`src/include/emb_pkg.sv`:
```
// constants and encodings for the external memory bus and control pins
package emb_pkg;
    // -------------------------------------------------------------
    // timing, counted in oscillator periods (mclk is the oscillator), except RST_IN_MC in machine cycles
    // -------------------------------------------------------------
    localparam int OSC_PER_MC = 6;
    localparam int RST_IN_MC = 2;
    localparam int RST_IN_CNT = RST_IN_MC * OSC_PER_MC;
    localparam int RST_OUT_OSC = 98;
    localparam int RST_OUT_CNT = RST_OUT_OSC * 1;
    localparam logic [2:0] PH_ALE = 3'h0;
    localparam logic [2:0] PH_FETCH_A = 3'h2;
    localparam logic [2:0] PH_STB_FIRST = 3'h2;
    localparam logic [2:0] PH_STB_LAST = 3'h4;
    localparam logic [2:0] PH_FETCH_B = 3'h5;
    localparam logic [2:0] PH_LAST = 3'h5;
    // -------------------------------------------------------------
    // register indices; byte address is four times the index
    // -------------------------------------------------------------
    localparam logic [7:0] IDX_LOW_PORT = 8'h80;
    localparam logic [7:0] IDX_AUX = 8'h8e;
    localparam logic [7:0] IDX_HIGH_PORT = 8'ha0;
    localparam logic [7:0] IDX_P3 = 8'hb0;
    localparam logic [7:0] IDX_XADL = 8'hf9;
    localparam logic [7:0] IDX_XADH = 8'hfa;
    localparam logic [7:0] IDX_XDAT = 8'hfb;
    localparam logic [7:0] IDX_XCTL = 8'hfc;
    localparam logic [7:0] IDX_XSTA = 8'hfd;
    // -------------------------------------------------------------
    // fields and reset values
    // -------------------------------------------------------------
    localparam int AUX_ALE_OFF = 0;
    localparam int AUX_EXTRAM = 1;
    localparam int AUX_RTO_OFF = 3;
    localparam logic [7:0] AUX_MASK = 8'h1b;
    localparam logic [7:0] AUX_RST = 8'h00;
    localparam logic [7:0] PORT_RST = 8'hff;
    localparam int XCTL_START = 0;
    localparam int XCTL_WRITE = 1;
    localparam int XCTL_PAIR = 2;
    localparam logic [1:0] RESP_OKAY = 2'h0;
    localparam logic [1:0] RESP_SLVERR = 2'h2;
    // -------------------------------------------------------------
    // machine cycle kinds
    // -------------------------------------------------------------
    typedef enum logic [1:0] {MC_NORMAL, MC_ACCESS, MC_TURN} emb_kind_t;
endpackage : emb_pkg

```
`src/emb_ext_bus.sv`:
```
// external memory bus, port pins, reset pin and fetch strap control
`timescale 1ns/1ps
module emb_ext_bus (
    // clock and reset
    input wire logic mclk,
    input wire logic nrst,
    // axi4-lite slave
    input wire logic [9:0] awaddr,
    input wire logic awvalid,
    output logic awready,
    input wire logic [31:0] wdata,
    input wire logic [3:0] wstrb,
    input wire logic wvalid,
    output logic wready,
    output logic [1:0] bresp,
    output logic bvalid,
    input wire logic bready,
    input wire logic [9:0] araddr,
    input wire logic arvalid,
    output logic arready,
    output logic [31:0] rdata,
    output logic [1:0] rresp,
    output logic rvalid,
    input wire logic rready,
    // core side
    input wire logic [15:0] pc_addr,
    input wire logic code_move_active,
    input wire logic watchdog_timeout,
    input wire logic lock_bit1,
    output logic [7:0] code_byte,
    output logic code_valid,
    output logic core_reset,
    // pins
    input wire logic external_fetch_select,
    input wire logic [7:0] low_addr_data_port_i,
    output logic [7:0] low_addr_data_port_o,
    output logic [7:0] low_addr_data_port_oe,
    input wire logic [7:0] high_addr_port_i,
    output logic [7:0] high_addr_port_o,
    output logic [7:0] high_addr_port_oe,
    input wire logic [7:0] p3_i,
    output logic [7:0] p3_o,
    output logic [7:0] p3_oe,
    output logic ale_o,
    output logic ale_oe,
    output logic program_fetch_strobe_n,
    input wire logic rst_pin_i,
    output logic rst_pin_o,
    output logic rst_pin_oe
);
    localparam int RIN_W = $clog2(emb_pkg::RST_IN_CNT + 1);
    localparam int ROUT_W = $clog2(emb_pkg::RST_OUT_CNT + 1);

    if (emb_pkg::OSC_PER_MC != int'(emb_pkg::PH_LAST) + 1) begin : g_bad_phase
        $error("machine cycle length does not match phase constants");
    end

    // -------------------------------------------------------------
    // state
    // -------------------------------------------------------------
    typedef struct packed {
        logic [2:0] phase;
        emb_pkg::emb_kind_t kind;
        logic [7:0] aux;
        logic [7:0] p0l;
        logic [7:0] p2l;
        logic [7:0] p3l;
        logic [15:0] xaddr;
        logic [7:0] xdata;
        logic xwr;
        logic xdptr;
        logic xpend;
        logic [RIN_W-1:0] rin_cnt;
        logic [ROUT_W-1:0] rout_cnt;
        logic core_rst;
        logic strap_cap;
        logic strap_done;
        logic awh;
        logic wh;
        logic wen;
        logic [7:0] awa;
        logic [7:0] wd;
        logic awready;
        logic wready;
        logic bvalid;
        logic [1:0] bresp;
        logic arready;
        logic rvalid;
        logic [7:0] rdata;
        logic [1:0] rresp;
        logic ale;
        logic ale_oe;
        logic fstb_n;
        logic rd_n;
        logic wr_n;
        logic [7:0] p0o;
        logic [7:0] p0oe;
        logic [7:0] p2o;
        logic [7:0] p2oe;
        logic [7:0] p3o;
        logic [7:0] p3oe;
        logic rsto_oe;
        logic [7:0] code;
        logic cvalid;
    } emb_state_t;

    emb_state_t st_reg;
    emb_state_t st_next;
    logic [7:0] xram [256];
    logic ram_we;
    logic strap_eff;
    logic ext_exec;
    logic busy;
    logic ale_en;
    logic strobe;

    function automatic logic reg_hit(input logic [7:0] idx);
        unique case (idx)
            emb_pkg::IDX_LOW_PORT, emb_pkg::IDX_AUX, emb_pkg::IDX_HIGH_PORT, emb_pkg::IDX_P3,
            emb_pkg::IDX_XADL, emb_pkg::IDX_XADH, emb_pkg::IDX_XDAT,
            emb_pkg::IDX_XCTL, emb_pkg::IDX_XSTA: reg_hit = 1'b1;
            default: reg_hit = 1'b0;
        endcase
    endfunction : reg_hit

    // a quasi-bidirectional bit driven only while its value is zero
    function automatic logic [7:0] quasi_oe(input logic [7:0] v);
        quasi_oe = ~v;
    endfunction : quasi_oe

    assign strap_eff = (lock_bit1 && st_reg.strap_done) ? st_reg.strap_cap : external_fetch_select;
    assign ext_exec = !strap_eff;
    assign busy = st_reg.xpend || (st_reg.kind == emb_pkg::MC_ACCESS);

    // -------------------------------------------------------------
    // next state
    // -------------------------------------------------------------
    always_comb begin
        st_next = st_reg;
        ram_we = 1'b0;
        // machine cycle sequencing; an access always starts on a cycle boundary
        st_next.phase = (st_reg.phase == emb_pkg::PH_LAST) ? 3'h0 : 3'(st_reg.phase + 3'h1);
        if (st_reg.phase == emb_pkg::PH_LAST) begin
            if (st_reg.kind == emb_pkg::MC_ACCESS) begin
                st_next.kind = emb_pkg::MC_TURN;
            end else if (st_reg.xpend) begin
                st_next.kind = emb_pkg::MC_ACCESS;
                st_next.xpend = 1'b0;
            end else begin
                st_next.kind = emb_pkg::MC_NORMAL;
            end
        end
        // latch pulse; the cycle after an access carries none
        ale_en = !st_reg.aux[emb_pkg::AUX_ALE_OFF] || ext_exec || code_move_active
            || (st_reg.kind == emb_pkg::MC_ACCESS);
        st_next.ale = (st_reg.phase == emb_pkg::PH_ALE) && (st_reg.kind != emb_pkg::MC_TURN) && ale_en;
        st_next.ale_oe = ale_en;
        st_next.fstb_n = !(ext_exec && (st_reg.kind != emb_pkg::MC_ACCESS)
            && (st_reg.phase == emb_pkg::PH_FETCH_A || st_reg.phase == emb_pkg::PH_FETCH_B));
        strobe = (st_reg.kind == emb_pkg::MC_ACCESS) && (st_reg.phase >= emb_pkg::PH_STB_FIRST)
            && (st_reg.phase <= emb_pkg::PH_STB_LAST);
        st_next.rd_n = !(strobe && !st_reg.xwr);
        st_next.wr_n = !(strobe && st_reg.xwr);
        // port 0: address, then data, else floating for reads or plain port
        if (st_reg.kind == emb_pkg::MC_ACCESS && st_reg.phase == emb_pkg::PH_ALE) begin
            st_next.p0o = st_reg.xaddr[7:0];
            st_next.p0oe = 8'hff;
        end else if (st_reg.kind == emb_pkg::MC_ACCESS && st_reg.xwr
            && st_reg.phase != emb_pkg::PH_LAST) begin
            st_next.p0o = st_reg.xdata;
            st_next.p0oe = 8'hff;
        end else if (ext_exec && st_reg.phase == emb_pkg::PH_ALE) begin
            st_next.p0o = pc_addr[7:0];
            st_next.p0oe = 8'hff;
        end else if (ext_exec || st_reg.kind == emb_pkg::MC_ACCESS) begin
            st_next.p0o = 8'h00;
            st_next.p0oe = 8'h00;
        end else begin
            st_next.p0o = 8'h00;
            st_next.p0oe = quasi_oe(st_reg.p0l);
        end
        // port 2: address bytes are driven strongly, latch contents weakly
        if (st_reg.kind == emb_pkg::MC_ACCESS && st_reg.xdptr) begin
            st_next.p2o = st_reg.xaddr[15:8];
            st_next.p2oe = 8'hff;
        end else if (st_reg.kind == emb_pkg::MC_ACCESS) begin
            st_next.p2o = st_reg.p2l;
            st_next.p2oe = quasi_oe(st_reg.p2l);
        end else if (ext_exec) begin
            st_next.p2o = pc_addr[15:8];
            st_next.p2oe = 8'hff;
        end else begin
            st_next.p2o = st_reg.p2l;
            st_next.p2oe = quasi_oe(st_reg.p2l);
        end
        st_next.p3o = st_reg.p3l & {st_next.rd_n, st_next.wr_n, 6'h3f};
        st_next.p3oe = quasi_oe(st_next.p3o);
        // sample code while the strobe is low on the pin, read data late in the strobe
        st_next.cvalid = !st_reg.fstb_n;
        if (!st_reg.fstb_n) begin
            st_next.code = low_addr_data_port_i;
        end
        if (st_reg.kind == emb_pkg::MC_ACCESS && !st_reg.xwr && st_reg.phase == emb_pkg::PH_STB_LAST) begin
            st_next.xdata = low_addr_data_port_i;
        end
        // reset pin in and out; the pin reads high while we drive it, so a timeout resets the core
        if (!rst_pin_i) begin
            st_next.rin_cnt = '0;
        end else if (st_reg.rin_cnt != RIN_W'(emb_pkg::RST_IN_CNT)) begin
            st_next.rin_cnt = RIN_W'(st_reg.rin_cnt + 1'b1);
        end
        st_next.core_rst = (st_next.rin_cnt == RIN_W'(emb_pkg::RST_IN_CNT));
        if (watchdog_timeout && !st_reg.aux[emb_pkg::AUX_RTO_OFF]) begin
            st_next.rout_cnt = ROUT_W'(emb_pkg::RST_OUT_CNT);
        end else if (st_reg.rout_cnt != '0) begin
            st_next.rout_cnt = ROUT_W'(st_reg.rout_cnt - 1'b1);
        end
        st_next.rsto_oe = (st_next.rout_cnt != '0);
        // strap is caught once, on the first edge after reset release
        if (!st_reg.strap_done) begin
            st_next.strap_cap = external_fetch_select;
            st_next.strap_done = 1'b1;
        end
        // bus write channels, taken in either order
        if (awvalid && st_reg.awready) begin
            st_next.awh = 1'b1;
            st_next.awa = awaddr[9:2];
        end
        if (wvalid && st_reg.wready) begin
            st_next.wh = 1'b1;
            st_next.wd = wdata[7:0];
            st_next.wen = wstrb[0];
        end
        if (st_reg.bvalid && bready) begin
            st_next.bvalid = 1'b0;
        end
        if (st_reg.awh && st_reg.wh && !st_reg.bvalid) begin
            st_next.awh = 1'b0;
            st_next.wh = 1'b0;
            st_next.bvalid = 1'b1;
            st_next.bresp = reg_hit(st_reg.awa) ? emb_pkg::RESP_OKAY : emb_pkg::RESP_SLVERR;
            if (st_reg.wen) begin
                unique case (st_reg.awa)
                    emb_pkg::IDX_LOW_PORT: st_next.p0l = st_reg.wd;
                    emb_pkg::IDX_HIGH_PORT: st_next.p2l = st_reg.wd;
                    emb_pkg::IDX_P3: st_next.p3l = st_reg.wd;
                    emb_pkg::IDX_AUX: st_next.aux = st_reg.wd & emb_pkg::AUX_MASK;
                    // transfer setup is frozen while an access is under way
                    emb_pkg::IDX_XADL: if (!busy) st_next.xaddr[7:0] = st_reg.wd;
                    emb_pkg::IDX_XADH: if (!busy) st_next.xaddr[15:8] = st_reg.wd;
                    emb_pkg::IDX_XDAT: if (!busy) st_next.xdata = st_reg.wd;
                    emb_pkg::IDX_XCTL: begin
                        if (st_reg.wd[emb_pkg::XCTL_START] && !busy) begin
                            if (!st_reg.aux[emb_pkg::AUX_EXTRAM] && st_reg.xaddr[15:8] == 8'h00) begin
                                ram_we = st_reg.wd[emb_pkg::XCTL_WRITE];
                                if (!st_reg.wd[emb_pkg::XCTL_WRITE]) begin
                                    st_next.xdata = xram[st_reg.xaddr[7:0]];
                                end
                            end else begin
                                st_next.xpend = 1'b1;
                                st_next.xwr = st_reg.wd[emb_pkg::XCTL_WRITE];
                                st_next.xdptr = st_reg.wd[emb_pkg::XCTL_PAIR];
                            end
                        end
                    end
                    default: ;
                endcase
            end
        end
        st_next.awready = !st_next.awh && !st_next.bvalid;
        st_next.wready = !st_next.wh && !st_next.bvalid;
        // bus read channel; ports read back their pins
        if (arvalid && st_reg.arready) begin
            st_next.arready = 1'b0;
            st_next.rvalid = 1'b1;
            st_next.rresp = reg_hit(araddr[9:2]) ? emb_pkg::RESP_OKAY : emb_pkg::RESP_SLVERR;
            unique case (araddr[9:2])
                emb_pkg::IDX_LOW_PORT: st_next.rdata = low_addr_data_port_i;
                emb_pkg::IDX_HIGH_PORT: st_next.rdata = high_addr_port_i;
                emb_pkg::IDX_P3: st_next.rdata = p3_i;
                emb_pkg::IDX_AUX: st_next.rdata = st_reg.aux;
                emb_pkg::IDX_XADL: st_next.rdata = st_reg.xaddr[7:0];
                emb_pkg::IDX_XADH: st_next.rdata = st_reg.xaddr[15:8];
                emb_pkg::IDX_XDAT: st_next.rdata = st_reg.xdata;
                emb_pkg::IDX_XCTL: st_next.rdata = {5'h00, st_reg.xdptr, st_reg.xwr, 1'b0};
                emb_pkg::IDX_XSTA: st_next.rdata = {5'h00, st_reg.rsto_oe, ext_exec, busy};
                default: st_next.rdata = 8'h00;
            endcase
        end else if (st_reg.rvalid && rready) begin
            st_next.rvalid = 1'b0;
            st_next.arready = 1'b1;
        end
    end

    always_ff @(posedge mclk) begin
        if (!nrst) begin
            st_reg <= '0;
            st_reg.aux <= emb_pkg::AUX_RST;
            st_reg.p0l <= emb_pkg::PORT_RST;
            st_reg.p2l <= emb_pkg::PORT_RST;
            st_reg.p3l <= emb_pkg::PORT_RST;
            st_reg.p2o <= emb_pkg::PORT_RST;
            st_reg.p3o <= emb_pkg::PORT_RST;
            st_reg.fstb_n <= 1'b1;
            st_reg.rd_n <= 1'b1;
            st_reg.wr_n <= 1'b1;
            st_reg.ale_oe <= 1'b1;
            st_reg.awready <= 1'b1;
            st_reg.wready <= 1'b1;
            st_reg.arready <= 1'b1;
        end else begin
            st_reg <= st_next;
        end
    end

    always_ff @(posedge mclk) begin
        if (ram_we) begin
            xram[st_reg.xaddr[7:0]] <= st_reg.xdata;
        end
    end

    // -------------------------------------------------------------
    // outputs
    // -------------------------------------------------------------
    assign awready = st_reg.awready;
    assign wready = st_reg.wready;
    assign bresp = st_reg.bresp;
    assign bvalid = st_reg.bvalid;
    assign arready = st_reg.arready;
    assign rdata = {24'h000000, st_reg.rdata};
    assign rresp = st_reg.rresp;
    assign rvalid = st_reg.rvalid;
    assign code_byte = st_reg.code;
    assign code_valid = st_reg.cvalid;
    assign core_reset = st_reg.core_rst;
    assign low_addr_data_port_o = st_reg.p0o;
    assign low_addr_data_port_oe = st_reg.p0oe;
    assign high_addr_port_o = st_reg.p2o;
    assign high_addr_port_oe = st_reg.p2oe;
    assign p3_o = st_reg.p3o;
    assign p3_oe = st_reg.p3oe;
    assign ale_o = st_reg.ale;
    assign ale_oe = st_reg.ale_oe;
    assign program_fetch_strobe_n = st_reg.fstb_n;
    assign rst_pin_o = st_reg.rsto_oe;
    assign rst_pin_oe = st_reg.rsto_oe;

    // -------------------------------------------------------------
    // assertions
    // -------------------------------------------------------------
    localparam int RIN_LAST = emb_pkg::RST_IN_CNT - 1;
    logic [7:0] oe_len;
    always_ff @(posedge mclk) begin
        if (!nrst || !st_reg.rsto_oe) oe_len <= 8'h00;
        else oe_len <= 8'(oe_len + 8'h01);
    end
endmodule : emb_ext_bus

```
`config.mk`:
```
export PLATFORM = sky130hd
export DESIGN_NAME = emb_ext_bus
export DESIGN_NICKNAME = d
export VERILOG_FILES = /design/src/include/emb_pkg.sv /design/src/emb_ext_bus.sv
export SDC_FILE = /design/constraint.sdc
export NUM_CORES = 2
export LEC_CHECK = 0
export BUFFER_PORTS_ARGS = -buffer_cell sky130_fd_sc_hd__buf_2
export CORE_ASPECT_RATIO = 0.5
export CORE_MARGIN = 4
export CORE_UTILIZATION = 45
export DETAILED_ROUTE_END_ITERATION = 8
export GPL_TIMING_DRIVEN = 1
export PLACE_DENSITY_LB_ADDON = 0.15
export SKIP_LAST_GASP = 1
export SLEW_MARGIN = 20
export SYNTH_ARGS = -nofsm -noshare
export SYNTH_HDL_FRONTEND = slang
export SYNTH_SLANG_ARGS = --single-unit
export TNS_END_PERCENT = 1
```
`constraint.sdc`:
```
create_clock -name mclk -period 10.3 [get_ports mclk]
set_input_delay 1.545 -clock mclk [delete_from_list [all_inputs] [get_ports mclk]]
set_output_delay 1.545 -clock mclk [all_outputs]
set_load 0.1 [all_outputs]
```
==> flow_metrics.env <==
export IMPL_grt_use_total_pct=24.4
export IMPL_total_power_mw=17.6
export IMPL_maxSlewHeadroom_pct=21.2
export IMPL_grt_pass1_wl_um=349000
export IMPL_dp_hpwl_um=154000
export IMPL_setup_tns_ns=0
export IMPL_reg2reg_slack_ns=5.57
export IMPL_vias_per_cell=6.10
export IMPL_ant_nets=0
export IMPL_clk_pin_slew_ns=0.06
export IMPL_dieWidth_um=632
export IMPL_outcome="completed"
export IMPL_ff2ff_path_depth=8
export IMPL_antenna_found_initial=10
export IMPL_path_delay_family="compound AO/OA/AOI/OAI gates"
export IMPL_cts_root_buffer="clkbuf_16"
export IMPL_synth_async_reset_ratio_pct=0
export IMPL_wl_per_cell_um=33.1
export IMPL_slew_viol_final=0
export IMPL_worst_ep_required_time_ns=11.05
export IMPL_synth_seq_area_share_pct=74.3
export IMPL_worstSkewPairLatency_ns=0.84
export IMPL_holdPathStages=1
export IMPL_hp_start="st_reg[145]"
export IMPL_grt_pass1_vias=45321
export IMPL_drtPass1Iterations=6
export IMPL_yosysUniqueCellTypes=81
export IMPL_core_um2=193000
export IMPL_tightest_slew_ns=1.18
export IMPL_hold_buffers=0
export IMPL_start_util_pct=45.3
export IMPL_worstPathMaxFanout=84
export IMPL_port_buffers=154
export IMPL_fp_dieArea_um2=202000
export IMPL_yosysTopAreaCell="edfxtp_1"
export IMPL_p_per_area_nw_per_um2=181
export IMPL_cts_tree="yes"
export IMPL_rsz0062_at_grt="no"
export IMPL_yosys_warnings=0
export IMPL_cts_buffers=204
export IMPL_max_freq_ghz=0.211
export IMPL_rows=114
export IMPL_wl_um=249000
export IMPL_ir_drop_uv=150
export IMPL_max_stage_delay_ns=0.91
export IMPL_cts_resized=0
export IMPL_vias=45986
export IMPL_die_y_um=320
export IMPL_synth_most_common_cell="edfxtp_1"
export IMPL_drc=0
export IMPL_htreeDepth=4
export IMPL_clk_path_buf_depth=4
export IMPL_layout_nets=4870
export IMPL_power_leakage_nw=26.2
export IMPL_syn_avg_cell_area_um2=18.9
export IMPL_synthFlopType="edfxtp_1"
export IMPL_largest_reg_flops=2048
export IMPL_critPathBufInv=2
export IMPL_finalSetupViolCount=0
export IMPL_syn2layout_area_growth_pct=10.9
export IMPL_synth_area_leaders="edfxtp_1 70%, mux4_2 13%, dfxtp_1 4.0%"
export IMPL_place_gp_congestion=0.883
export IMPL_max_cap_violations=0
export IMPL_crit_path_end_kind="flip-flop"
export IMPL_syn_cell_area_um2=87500
export IMPL_cts_setup_buffers=0
export IMPL_ys_seq_elements=2225
export IMPL_hold_end="p3_oe[5]"
export IMPL_final_hold_violation_count=0
export IMPL_period_needed_ns=4.73
export IMPL_grt_ovfl_total=0
export IMPL_grt_max_degree=209
export IMPL_crit_arrival_ns=5.48
export IMPL_synth_cells=4624
export IMPL_path_cells="buf_4 -> buf_12 -> mux4_2 -> mux2i_1 -> a211oi_1 -> o221ai_1 -> a41o_1 -> a32oi_1"
export IMPL_fin_skew_ns=0.0343
export IMPL_synth_top_area_share_pct=70.3
export IMPL_synth_edff_count=2048
export IMPL_layout_drive_gt1_share_pct=22.6
export IMPL_r2r_end="st_reg[122]"
export IMPL_period_share_pct=45.9
export IMPL_hold_class="reg2reg"
export IMPL_ios=212
export IMPL_slowest_stage="a211oi_1"
export IMPL_path_class="reg2reg"
export IMPL_synth_common_cells="2048 x edfxtp_1, 499 x mux4_2, 407 x nor2_1, 208 x nand2_1, 177 x dfxtp_1"
export IMPL_drt_iter0_markers=6126
export IMPL_cp_start_kind="flip-flop"
export IMPL_cts_sink_count=2225
## how the worst max path moves through the flow
stage	from	to	slack, ns	depth (start not counted)
2_1_floorplan	st_reg[117]	st_reg[117]	5.56	6
5_1_grt	flip-flop	st_reg[121]	5.39	8
3_5_place_dp	flip-flop	st_reg[122]	5.45	9
3_3_place_gp	flip-flop	st_reg[122]	5.38	9
6_report	flip-flop	st_reg[122]	5.57	8
4_1_cts	flip-flop	st_reg[122]	5.41	9
## power breakdown
| part | total, mW | leakage, nW | internal, mW | switching (mW) |
|---|---|---|---|---|
| logic | 0.275 | 6.05 | 0.0545 | 0.221 |
| registers | 9.75 | 16.9 | 9.73 | 0.0272 |
| clock network | 7.59 | 3.19 | 4.26 | 3.32 |
| total | 17.6 | 26.2 | 14.0 | 3.57 |
## per-layer routing
layer  wire, um  share of wire, %  vias up  global-route usage, %
met2     112000                45     2297                   36.6
met4       6200               2.5        2                   6.02
met1     103000                41    24500                   35.0
li1           -                 -    18858                      -
met3      27700                11      329                   7.40
met5          8            0.0032        -                      0
## cell families (layout without fill, tap and decap cells)
logic type	count (synthesis)	count (layout)	synth area share [%]
AO/OA/AOI/OAI	432	432	3.40
XOR/XNOR	5	5	0.0500
adder cells (fa/ha/maj)	8	8	0.114
buffers and inverters	391	655	2.59
flip-flops	2225	2225	74.3
multiplexers	676	676	15.0
other	1	41	0.00428
AND/OR/NAND/NOR	886	886	4.54
## layout by cell type, fill, tap and decap left out, drive strengths merged, types with 48 or more instances in the layout
cell / synthesis / final
o22ai: 48 / 48
buf: 226 / 260
edfxtp: 2048 / 2048
nand3: 71 / 71
mux4: 504 / 504
clkinv: 0 / 89
clkbuf: 135 / 248
nor2: 407 / 407
dfxtp: 177 / 177
a21oi: 89 / 89
mux2i: 142 / 142
a22oi: 76 / 76
nand2: 209 / 209
## cell type report
| cell class | count | area [um2] |
|---|---|---|
| diodes | 15 | 37.5 |
| clock buffers | 248 | 5440 |
| clock inverters | 117 | 1080 |
| fillers | 15607 | 96200 |
| inverters | 30 | 114 |
| multi-input cells | 2033 | 20400 |
| flip-flops and latches | 2225 | 65100 |
| well taps | 2610 | 3270 |
| repair buffers | 260 | 1700 |
## metrics by stage
step	utilization (%)	setup WS [ns]	area, um2	std cells	hold WS, ns
after floorplan	-	5.56	87600	4649	0.404
after global placement	46.8	5.38	90500	7156	0.417
after detailed placement	46.8	5.45	90500	7158	0.425
after CTS	50.2	5.41	97000	7523	0.435
after global routing	50.2	5.39	97100	7524	0.460
final	50.2	5.57	97100	7538	0.429
Power figures use the tool's default switching activity.
